[config.mk]
export PLATFORM = sky130hd
export DESIGN_NAME = gpfs_top
export DESIGN_NICKNAME = d
export VERILOG_FILES = /design/src/hw/gpfs_pkg.sv /design/src/hw/gpfs_blink.sv /design/src/hw/gpfs_top.sv /design/src/hw/gpfs_wb_reg.sv
export SDC_FILE = /design/constraint.sdc
export NUM_CORES = 1
export LEC_CHECK = 0
export BUFFER_PORTS_ARGS = -buffer_cell sky130_fd_sc_hd__buf_4
export CAP_MARGIN = 10
export CORE_ASPECT_RATIO = 1.5
export CORE_MARGIN = 1
export CORE_UTILIZATION = 35
export CTS_CLUSTER_SIZE = 24
export DETAILED_ROUTE_END_ITERATION = 10
export SLEW_MARGIN = 20
export SYNTH_ARGS = -nofsm -noshare
export SYNTH_HDL_FRONTEND = slang
export SYNTH_HIERARCHICAL = 1
export SYNTH_SLANG_ARGS = --single-unit
[constraint.sdc]
create_clock -name clk_i -period 1.9 [get_ports clk_i]
set_input_delay 0.095 -clock clk_i [delete_from_list [all_inputs] [get_ports clk_i]]
set_output_delay 0.095 -clock clk_i [all_outputs]
set_load 0.01 [all_outputs]
[src/hw/gpfs_pkg.sv]
// Package for the pin function select block: register map, mode fields and carriers.
// Assumes a single 200 MHz device clock and a classic Wishbone register port.
package gpfs_pkg;

  localparam int unsigned GPFS_NUM_PINS     = 9;
  localparam int unsigned GPFS_FIELD_W      = 3;
  localparam logic [7:0]  GPFS_MODE_OFFSET  = 8'h00;
  localparam logic [31:0] GPFS_MODE_RESET   = 32'h0000_0000;
  localparam int unsigned GPFS_MODE_USED_W  = 27;
  localparam logic [4:0]  GPFS_RSVD_VALUE   = 5'h00;
  localparam logic [31:0] GPFS_UNMAPPED_RD  = 32'h0000_0000;
  localparam int unsigned GPFS_BLINK_W      = 16;

  // Field positions: the low bit of pin n's field.
  localparam int unsigned GPFS_PIN0_LSB = 0;
  localparam int unsigned GPFS_PIN1_LSB = 3;
  localparam int unsigned GPFS_PIN2_LSB = 6;
  localparam int unsigned GPFS_PIN3_LSB = 9;
  localparam int unsigned GPFS_PIN4_LSB = 12;
  localparam int unsigned GPFS_PIN5_LSB = 15;
  localparam int unsigned GPFS_PIN6_LSB = 18;
  localparam int unsigned GPFS_PIN7_LSB = 21;
  localparam int unsigned GPFS_PIN8_LSB = 24;

  // Mode codes.
  localparam logic [2:0] GPFS_CODE_0 = 3'h0;
  localparam logic [2:0] GPFS_CODE_1 = 3'h1;
  localparam logic [2:0] GPFS_CODE_2 = 3'h2;

  // Transceiver state seen by the mux.
  typedef struct packed {
    logic tx_state;
    logic rx_state;
    logic rf_port1;
    logic rf_port2;
    logic irq;
  } gpfs_xcvr_t;

  // Events that start LED pulses.
  typedef struct packed {
    logic good_frame;
    logic sfd_detect;
    logic receiver_on;
    logic transmit_done;
  } gpfs_led_evt_t;

  // Plain GPIO drive for all pins.
  typedef struct packed {
    logic [GPFS_NUM_PINS-1:0] out_val;
    logic [GPFS_NUM_PINS-1:0] out_en;
  } gpfs_gpio_t;

endpackage

[src/hw/gpfs_blink.sv]
// LED stretcher: holds the LED high while its level is high and for a blink time after.
// Assumes the blink count arrives from LED control logic on the same clock.
`timescale 1ns/100ps
`default_nettype none
module gpfs_blink
  import gpfs_pkg::*;
(
  input  wire logic                    clk_i,
  input  wire logic                    rst_i,
  input  wire logic                    trig_i,
  input  wire logic [GPFS_BLINK_W-1:0] blink_cycles_i,
  output logic                         led_o
);

  logic [GPFS_BLINK_W-1:0] cnt_r;

  // Reload on every trigger cycle, count down after it ends.
  always_ff @(posedge clk_i) begin
    if (rst_i) begin
      cnt_r <= '0;
    end else if (trig_i) begin
      cnt_r <= blink_cycles_i;
    end else if (cnt_r != '0) begin
      cnt_r <= cnt_r - 1'b1;
    end
  end

  // High during the trigger and while the stretch counter runs.
  assign led_o = trig_i || (cnt_r != '0);

endmodule
`default_nettype wire

[src/hw/gpfs_top.sv]
// Pin function multiplexer for nine multi-purpose pins of a radio transceiver.
// Assumes device clock clk_i at 200 MHz, synchronous reset, and the GPIO clocks
// already enabled by software before the mode register is changed.
`timescale 1ns/100ps
`default_nettype none
module gpfs_top
  import gpfs_pkg::*;
(
  input  wire logic                     clk_i,
  input  wire logic                     rst_i,
  input  wire logic                     wb_cyc_i,
  input  wire logic                     wb_stb_i,
  input  wire logic                     wb_we_i,
  input  wire logic [7:0]               wb_adr_i,
  input  wire logic [3:0]               wb_sel_i,
  input  wire logic [31:0]              wb_dat_i,
  output logic [31:0]                   wb_dat_o,
  output logic                          wb_ack_o,
  input  wire gpfs_xcvr_t               xcvr_i,
  input  wire gpfs_led_evt_t            led_evt_i,
  input  wire logic [GPFS_BLINK_W-1:0]  blink_cycles_i,
  input  wire gpfs_gpio_t               gpio_i,
  input  wire logic [GPFS_NUM_PINS-1:0] pin_i,
  output logic [GPFS_NUM_PINS-1:0]      pin_o,
  output logic [GPFS_NUM_PINS-1:0]      pin_oe_o,
  output logic [GPFS_NUM_PINS-1:0]      pin_in_o,
  output logic                          sync_o
);

  logic [31:0]              mode;
  logic [GPFS_NUM_PINS-1:0] pin_s1_r;
  logic [GPFS_NUM_PINS-1:0] pin_s2_r;
  logic [3:0]               led;
  logic [GPFS_NUM_PINS-1:0] pin_nxt;
  logic [GPFS_NUM_PINS-1:0] oe_nxt;
  logic [GPFS_NUM_PINS-1:0] pin_r;
  logic [GPFS_NUM_PINS-1:0] oe_r;
  logic                     sync_r;

  // Extracts a pin's three-bit mode field.
  function automatic logic [2:0] field(input logic [31:0] m, input int unsigned lsb);
    field = m[lsb +: GPFS_FIELD_W];
  endfunction

  // Register port.
  gpfs_wb_reg u_reg (
    .clk_i  (clk_i),
    .rst_i  (rst_i),
    .cyc_i  (wb_cyc_i),
    .stb_i  (wb_stb_i),
    .we_i   (wb_we_i),
    .adr_i  (wb_adr_i),
    .sel_i  (wb_sel_i),
    .dat_i  (wb_dat_i),
    .dat_o  (wb_dat_o),
    .ack_o  (wb_ack_o),
    .mode_o (mode)
  );

  // LED stretchers: good frame, SFD, receiver on, transmit done.
  gpfs_blink u_led_good (
    .clk_i          (clk_i),
    .rst_i          (rst_i),
    .trig_i         (led_evt_i.good_frame),
    .blink_cycles_i (blink_cycles_i),
    .led_o          (led[0])
  );
  gpfs_blink u_led_sfd (
    .clk_i          (clk_i),
    .rst_i          (rst_i),
    .trig_i         (led_evt_i.sfd_detect),
    .blink_cycles_i (blink_cycles_i),
    .led_o          (led[1])
  );
  gpfs_blink u_led_rxon (
    .clk_i          (clk_i),
    .rst_i          (rst_i),
    .trig_i         (led_evt_i.receiver_on),
    .blink_cycles_i (blink_cycles_i),
    .led_o          (led[2])
  );
  gpfs_blink u_led_txd (
    .clk_i          (clk_i),
    .rst_i          (rst_i),
    .trig_i         (led_evt_i.transmit_done),
    .blink_cycles_i (blink_cycles_i),
    .led_o          (led[3])
  );

  // Two-stage synchroniser on the pin inputs.
  always_ff @(posedge clk_i) begin
    if (rst_i) begin
      pin_s1_r <= '0;
      pin_s2_r <= '0;
    end else begin
      pin_s1_r <= pin_i;
      pin_s2_r <= pin_s1_r;
    end
  end

  // Per-pin source selection; reserved codes leave the pin undriven.
  always_comb begin
    pin_nxt = gpio_i.out_val;
    oe_nxt  = '0;
    // Pin 0.
    unique case (field(mode, GPFS_PIN0_LSB))
      GPFS_CODE_0: oe_nxt[0] = gpio_i.out_en[0];
      GPFS_CODE_1: begin pin_nxt[0] = led[0]; oe_nxt[0] = 1'b1; end
      GPFS_CODE_2: begin pin_nxt[0] = xcvr_i.tx_state; oe_nxt[0] = 1'b1; end
      default:     pin_nxt[0] = 1'b0;
    endcase
    // Pin 1.
    unique case (field(mode, GPFS_PIN1_LSB))
      GPFS_CODE_0: oe_nxt[1] = gpio_i.out_en[1];
      GPFS_CODE_1: begin pin_nxt[1] = led[1]; oe_nxt[1] = 1'b1; end
      GPFS_CODE_2: begin pin_nxt[1] = xcvr_i.rx_state; oe_nxt[1] = 1'b1; end
      default:     pin_nxt[1] = 1'b0;
    endcase
    // Pin 2.
    unique case (field(mode, GPFS_PIN2_LSB))
      GPFS_CODE_0: oe_nxt[2] = gpio_i.out_en[2];
      GPFS_CODE_1: begin pin_nxt[2] = led[2]; oe_nxt[2] = 1'b1; end
      GPFS_CODE_2: begin pin_nxt[2] = xcvr_i.rf_port1; oe_nxt[2] = 1'b1; end
      default:     pin_nxt[2] = 1'b0;
    endcase
    // Pin 3.
    unique case (field(mode, GPFS_PIN3_LSB))
      GPFS_CODE_0: oe_nxt[3] = gpio_i.out_en[3];
      GPFS_CODE_1: begin pin_nxt[3] = led[3]; oe_nxt[3] = 1'b1; end
      GPFS_CODE_2: begin pin_nxt[3] = xcvr_i.rf_port2; oe_nxt[3] = 1'b1; end
      default:     pin_nxt[3] = 1'b0;
    endcase
    // Pin 4.
    unique case (field(mode, GPFS_PIN4_LSB))
      GPFS_CODE_0: oe_nxt[4] = gpio_i.out_en[4];
      GPFS_CODE_1: begin pin_nxt[4] = xcvr_i.tx_state; oe_nxt[4] = 1'b1; end
      GPFS_CODE_2: begin pin_nxt[4] = xcvr_i.irq; oe_nxt[4] = 1'b1; end
      default:     pin_nxt[4] = 1'b0;
    endcase
    // Pin 5.
    unique case (field(mode, GPFS_PIN5_LSB))
      GPFS_CODE_0: oe_nxt[5] = gpio_i.out_en[5];
      GPFS_CODE_1: begin pin_nxt[5] = xcvr_i.tx_state; oe_nxt[5] = 1'b1; end
      default:     pin_nxt[5] = 1'b0;
    endcase
    // Pin 6.
    unique case (field(mode, GPFS_PIN6_LSB))
      GPFS_CODE_0: oe_nxt[6] = gpio_i.out_en[6];
      GPFS_CODE_1: begin pin_nxt[6] = xcvr_i.rx_state; oe_nxt[6] = 1'b1; end
      default:     pin_nxt[6] = 1'b0;
    endcase
    // Pin 7: reset code makes it the sync input, never driven.
    unique case (field(mode, GPFS_PIN7_LSB))
      GPFS_CODE_0: pin_nxt[7] = 1'b0;
      GPFS_CODE_1: oe_nxt[7] = gpio_i.out_en[7];
      default:     pin_nxt[7] = 1'b0;
    endcase
    // Pin 8: reset code makes it the interrupt request output.
    unique case (field(mode, GPFS_PIN8_LSB))
      GPFS_CODE_0: begin pin_nxt[8] = xcvr_i.irq; oe_nxt[8] = 1'b1; end
      GPFS_CODE_1: oe_nxt[8] = gpio_i.out_en[8];
      default:     pin_nxt[8] = 1'b0;
    endcase
  end

  // Registered pin drive.
  always_ff @(posedge clk_i) begin
    if (rst_i) begin
      pin_r <= '0;
      oe_r  <= '0;
    end else begin
      pin_r <= pin_nxt;
      oe_r  <= oe_nxt;
    end
  end

  // Sync test input routed out only while pin 7 is in its reset mode.
  always_ff @(posedge clk_i) begin
    if (rst_i) begin
      sync_r <= 1'b0;
    end else begin
      sync_r <= (field(mode, GPFS_PIN7_LSB) == GPFS_CODE_0) && pin_s2_r[7];
    end
  end

  assign pin_o    = pin_r;
  assign pin_oe_o = oe_r;
  assign pin_in_o = pin_s2_r;
  assign sync_o   = sync_r;
endmodule
`default_nettype wire

[src/hw/gpfs_wb_reg.sv]
// Wishbone classic slave holding the pin function select register.
// Assumes a classic single-cycle master on the device clock.
`timescale 1ns/100ps
`default_nettype none
module gpfs_wb_reg
  import gpfs_pkg::*;
(
  input  wire logic        clk_i,
  input  wire logic        rst_i,
  input  wire logic        cyc_i,
  input  wire logic        stb_i,
  input  wire logic        we_i,
  input  wire logic [7:0]  adr_i,
  input  wire logic [3:0]  sel_i,
  input  wire logic [31:0] dat_i,
  output logic [31:0]      dat_o,
  output logic             ack_o,
  output logic [31:0]      mode_o
);

  logic        ack_r;
  logic [31:0] mode_r;
  logic [31:0] dat_r;
  logic        req;
  logic        hit;

  assign req = cyc_i && stb_i && !ack_r;
  assign hit = (adr_i == GPFS_MODE_OFFSET);

  // One-cycle acknowledge for every access, mapped or not.
  always_ff @(posedge clk_i) begin
    if (rst_i) begin
      ack_r <= 1'b0;
    end else begin
      ack_r <= req;
    end
  end

  // Byte-lane writes; the reserved top bits never store.
  always_ff @(posedge clk_i) begin
    if (rst_i) begin
      mode_r <= GPFS_MODE_RESET;
    end else if (req && we_i && hit) begin
      for (int b = 0; b < 4; b++) begin
        if (sel_i[b]) begin
          mode_r[b*8 +: 8] <= dat_i[b*8 +: 8];
        end
      end
      mode_r[31:GPFS_MODE_USED_W] <= GPFS_RSVD_VALUE;
    end
  end

  // Read data captured with the acknowledge; unmapped reads give zero.
  always_ff @(posedge clk_i) begin
    if (rst_i) begin
      dat_r <= '0;
    end else if (req && !we_i) begin
      dat_r <= hit ? mode_r : GPFS_UNMAPPED_RD;
    end
  end

  assign ack_o  = ack_r;
  assign dat_o  = dat_r;
  assign mode_o = mode_r;

endmodule
`default_nettype wire

Word level (Yosys, flattened, before mapping)
Index checks and enable logic that the tools add are counted.
Widths: inputs -> output; s select.
{"block": "totals", "out_inout_bits": 61, "wordCells": 101, "ff_bits": 161, "in_bits": 101}
{"block": "op_classes", "reduce_logical": 40, "n_bitwise": 1, "muxes": 25, "addsub": 4, "n_eq_ne": 14}
{"op": "$mux 16", "count": 8}
{"op": "$reduce_bool 16->1", "count": 4}
{"op": "$sub 16x1->16 const B", "count": 4}
{"op": "$eq 3x1->1 const B", "count": 9}
{"op": "$logic_not 3->1", "count": 9}
{"op": "$mux 27", "count": 1}
{"op": "$pmux 1 s2", "count": 11}
{"op": "$eq 3x2->1 const B", "count": 5}
{"op": "$pmux 1 s3", "count": 5}
{"op": "$reduce_or 2->1", "count": 6}
{"op": "$logic_not 8->1", "count": 1}
{"op": "$reduce_and 2->1", "count": 4}
{"op": "$reduce_bool 2->1", "count": 4}
{"op": "$logic_and 1x1->1", "count": 6}
{"op": "$logic_or 1x1->1", "count": 4}
{"op": "$logic_not 1->1", "count": 2}
{"op": "$not 1->1", "count": 1}

Depth between registers and ports, before layout
{"block": "depth", "word_depth": 5, "depth_mapped": 9, "mapped_depth_nobuf": 8}

By module
The synthesis kept the hierarchy.
{"module": "gpfs_blink", "cells_per_inst": 119, "area_each_um2": 975.9, "n_inst": 4}
{"module": "gpfs_wb_reg", "cells_per_inst": 227, "area_each_um2": 2311.0, "n_inst": 1}
{"module": "gpfs_top", "cells_per_inst": 105, "area_each_um2": 1257.5, "n_inst": 1}

Least setup slack after synthesis
Ideal clock, no wire load.
{"block": "synth_path", "path_type": "register to register", "from": "register u_led_good.cnt_r[1]", "to": "register u_led_good.cnt_r[13]", "path_buffers": 1, "required_ns": 1.774, "setup_slack_ns": 0.191, "setup_time_ns": 0.126, "arrival_time_ns": 1.583, "path_stages_with_launch": 10, "period_less_slack_ns": 1.709, "cell_sequence": "dfxtp_1 -> inv_1 -> ha_1 -> nor3b_4 -> nand4_2 -> nor4_4 -> buf_6 -> inv_2 -> nand2b_2 -> o22ai_1"}
{"block": "synth_via", "elab_chain_cells": 3, "elab_cells_between_ends": 5, "cone_classes": "add/sub (1); mux (2); reduce/logical (2)"}
{"item": "from (decl)", "line": "gpfs_blink.sv:15", "text": "logic [GPFS_BLINK_W-1:0] cnt_r;"}
{"item": "from (signal assigned)", "line": "gpfs_blink.sv:22", "text": "cnt_r <= blink_cycles_i;"}
{"item": "from (signal assigned)", "line": "gpfs_blink.sv:24", "text": "cnt_r <= cnt_r - 1'b1;"}
{"item": "$sub 16x1->16", "line": "gpfs_blink.sv:24"}
{"item": "$mux 16", "line": "gpfs_blink.sv:23", "text": "end else if (cnt_r != '0) begin"}
{"item": "$mux 16", "line": "gpfs_blink.sv:21", "text": "end else if (trig_i) begin"}
Parallel ways exist; a longest one is shown, timed or not. The select of a mux whose other input is x is not followed.
A chain may end at the register's enable or synchronous reset.

Final worst setup path
{"block": "layout_path", "from": "register u_led_good.cnt_r[1]", "to": "register u_led_good.cnt_r[11]"}
The elaborated chain is that of the path after synthesis.

==> out/metrics.yaml <==
status: "completed"
diodes: 0
post-route-period-util: 0.9781
grt_use_total: 0.1886
dieWidth_um: 121
worstPathMaxFanout: 4
syn_inst: 803
clkTransAtPathRegs_ns: 0.07
final.min_clock_period_ns: 1.858
p_seq_frac: 0.433
skew_ns: 0.007209
switching_share: 0.2833
hpwl_um: 14160
grt_pass1_vias: 6395
io_buffer_count: 151
switchingPower_uw: 2370
final_util: 0.5000
vias_per_cell: 5.056
dieArea_sq_um: 21840
grt_pass1_wl_um: 32180
leakage_uw: 0.004359
clock_sinks: 156
htreeDepth: 4
cts_root_buf: "clkbuf_16"
dp_cells: 1217
criticalPathCategory: "register to register"
drive_above_1_share: 0.3012
setup_viol: 0
slew_violations: 0
syn_area_sq_um: 7435
drt_pre_antenna_iters: 4
required_ns: 2.22
ys_warn_count: 6
holdWs_ns: 0.02015
max-slew-margin-rel: 0.5702
nNetsFinal: 1141
antenna_found_initial: 0
fmax_ghz: 0.5381
endpoint_kind: "register"
gp_congestion: 0.8094
total_power_uw: 8364
syn2layout_area_growth_pct: 38.41
num_vias: 6639
tns_ns: 0
start_util: 0.3613
cp-start-kind: "register"
critPathArrivalTime_ns: 2.18
rows: 64
p_int_uw: 5994
hold_viol: 0
drt_iter0_drc: 267
vdd_drop_max_uv: 653.1
comb_power_share: 0.183
ant_nets: 0
maxCapViolations: 0
grt_max_degree: 52
cellPowerDensity_nw_per_um2: 812.9
cts_buffers: 17
avgSynthCellArea_sq_um: 9.259
cts_tree: "yes"
gr-total-overflow: 0
core_area_sq_um: 20580
clk_latency_ns: 0.42
power_frac_clock: 0.384
ios: 162
stdcell_count: 1313
wl_per_cell_um: 15.50
clockBufferDepth: 2
fp.dieH_um: 180.5
drt_wl_total_um: 20350
rsz0062_at_grt: "true"
drc_errors: 0
worstMarginPinSlew_ns: 0.6447
min_path_type: "input pin to register"
==> placed cells by master, fill, tap and decap left out, types with 6 or more instances in the layout <==
cell,instances
buf_4,198
nor2_1,89
inv_1,30
nand4_2,7
o32ai_1,27
a211oi_1,11
dlygate4sd3_1,54
nand2_1,41
nor4_4,6
nor4_1,13
dfxtp_1,153
inv_2,9
nand3_1,8
nor3_1,24
xnor2_1,16
nor3_2,8
clkbuf_16,17
a211oi_2,9
o21ai_1,12
o22ai_1,7
nor2b_1,30
a21oi_1,40
mux2i_1,47
o31a_1,8
a2111oi_2,7
nand2b_1,62
==> layer usage <==
metal,wire [um],vias to the layer above,track usage
met5,0,-,0
met4,376,0,0.06222
met3,1090,21,0.05190
met2,10180,174,0.3243
met1,8699,3118,0.2229
li1,-,3326,-
==> worst max-delay path, stage by stage (launching register included) <==
cell and delay (ns):
dfxtp_2 0.34, inv_2 0.08, ha_4 0.13, nor3b_4 0.20, nand4_2 0.15, nor4_4 0.37, buf_4 0.20, nor2_4 0.04
a31o_1 0.23
==> path summary, 6_finish.rpt <==
kind / start / endpoint / slack, ns / cells past startpoint
hold / removal: gpio_i[0] / pin_oe_o[0]$_SDFF_PP0_ / 0.02 / 3
setup reg to reg: u_led_good/cnt_r[1]$_SDFFE_PP0P_ / u_led_good/cnt_r[11]$_SDFFE_PP0P_ / 0.04 / 8
setup / recovery: u_led_good/cnt_r[1]$_SDFFE_PP0P_ / u_led_good/cnt_r[11]$_SDFFE_PP0P_ / 0.04 / 8
hold reg to reg: pin_s1_r[0]$_SDFF_PP0_ / pin_in_o[0]$_SDFF_PP0_ / 0.43 / 1
==> area by class of cell <==
cell class,count,area (sq um)
Multi-Input combinational cell,563,4016
Clock inverter,13,108.9
Clock buffer,19,442.9
Sequential cell,156,3127
Inverter,40,152.6
Timing Repair Buffer,258,2112
Tap cell,264,330.3
Fill cell,1916,10290
==> registers in the layout (all words and copies together) (netlist names) <==
register	cells
sync_o	1
u_led_good/cnt_r	16
u_reg/mode_o	27
u_reg/ack_o	1
pin_s1_r	9
u_reg/dat_o	27
u_led_rxon/cnt_r	16
pin_in_o	9
pin_oe_o	9
u_led_txd/cnt_r	16
u_led_sfd/cnt_r	16
pin_o	9
==> timing repair <==
item / 4_1_cts / 5_1_grt
endpoints found under the hold margin: 72 / 0
gates resized for setup: 0 / 29
endpoints found under the setup margin: 0 / 32
setup buffers: 0 / 10
hold buffers: 54 / 0
==> power groups by stage <==
stage	Combinational [uW]	Sequential, uW	Clock (uW)
floorplan	852	3670	0
global placement	1380	3680	0
detailed placement	1390	3680	0
CTS	1490	3610	3310
global route	1680	3640	3450
finish	1530	3620	3210
==> metrics by stage <==
step | worst slack (ns) | instance area [sq um]
2_1_floorplan | 0.1910 | 7450
3_3_place_gp | 0.09486 | 9015
3_5_place_dp | 0.05638 | 9015
4_1_cts | 0.02928 | 10110
5_1_grt | -0.04184 | 10290
6_report | 0.04156 | 10290
No activity file was read; power rests on OpenSTA's default activity.
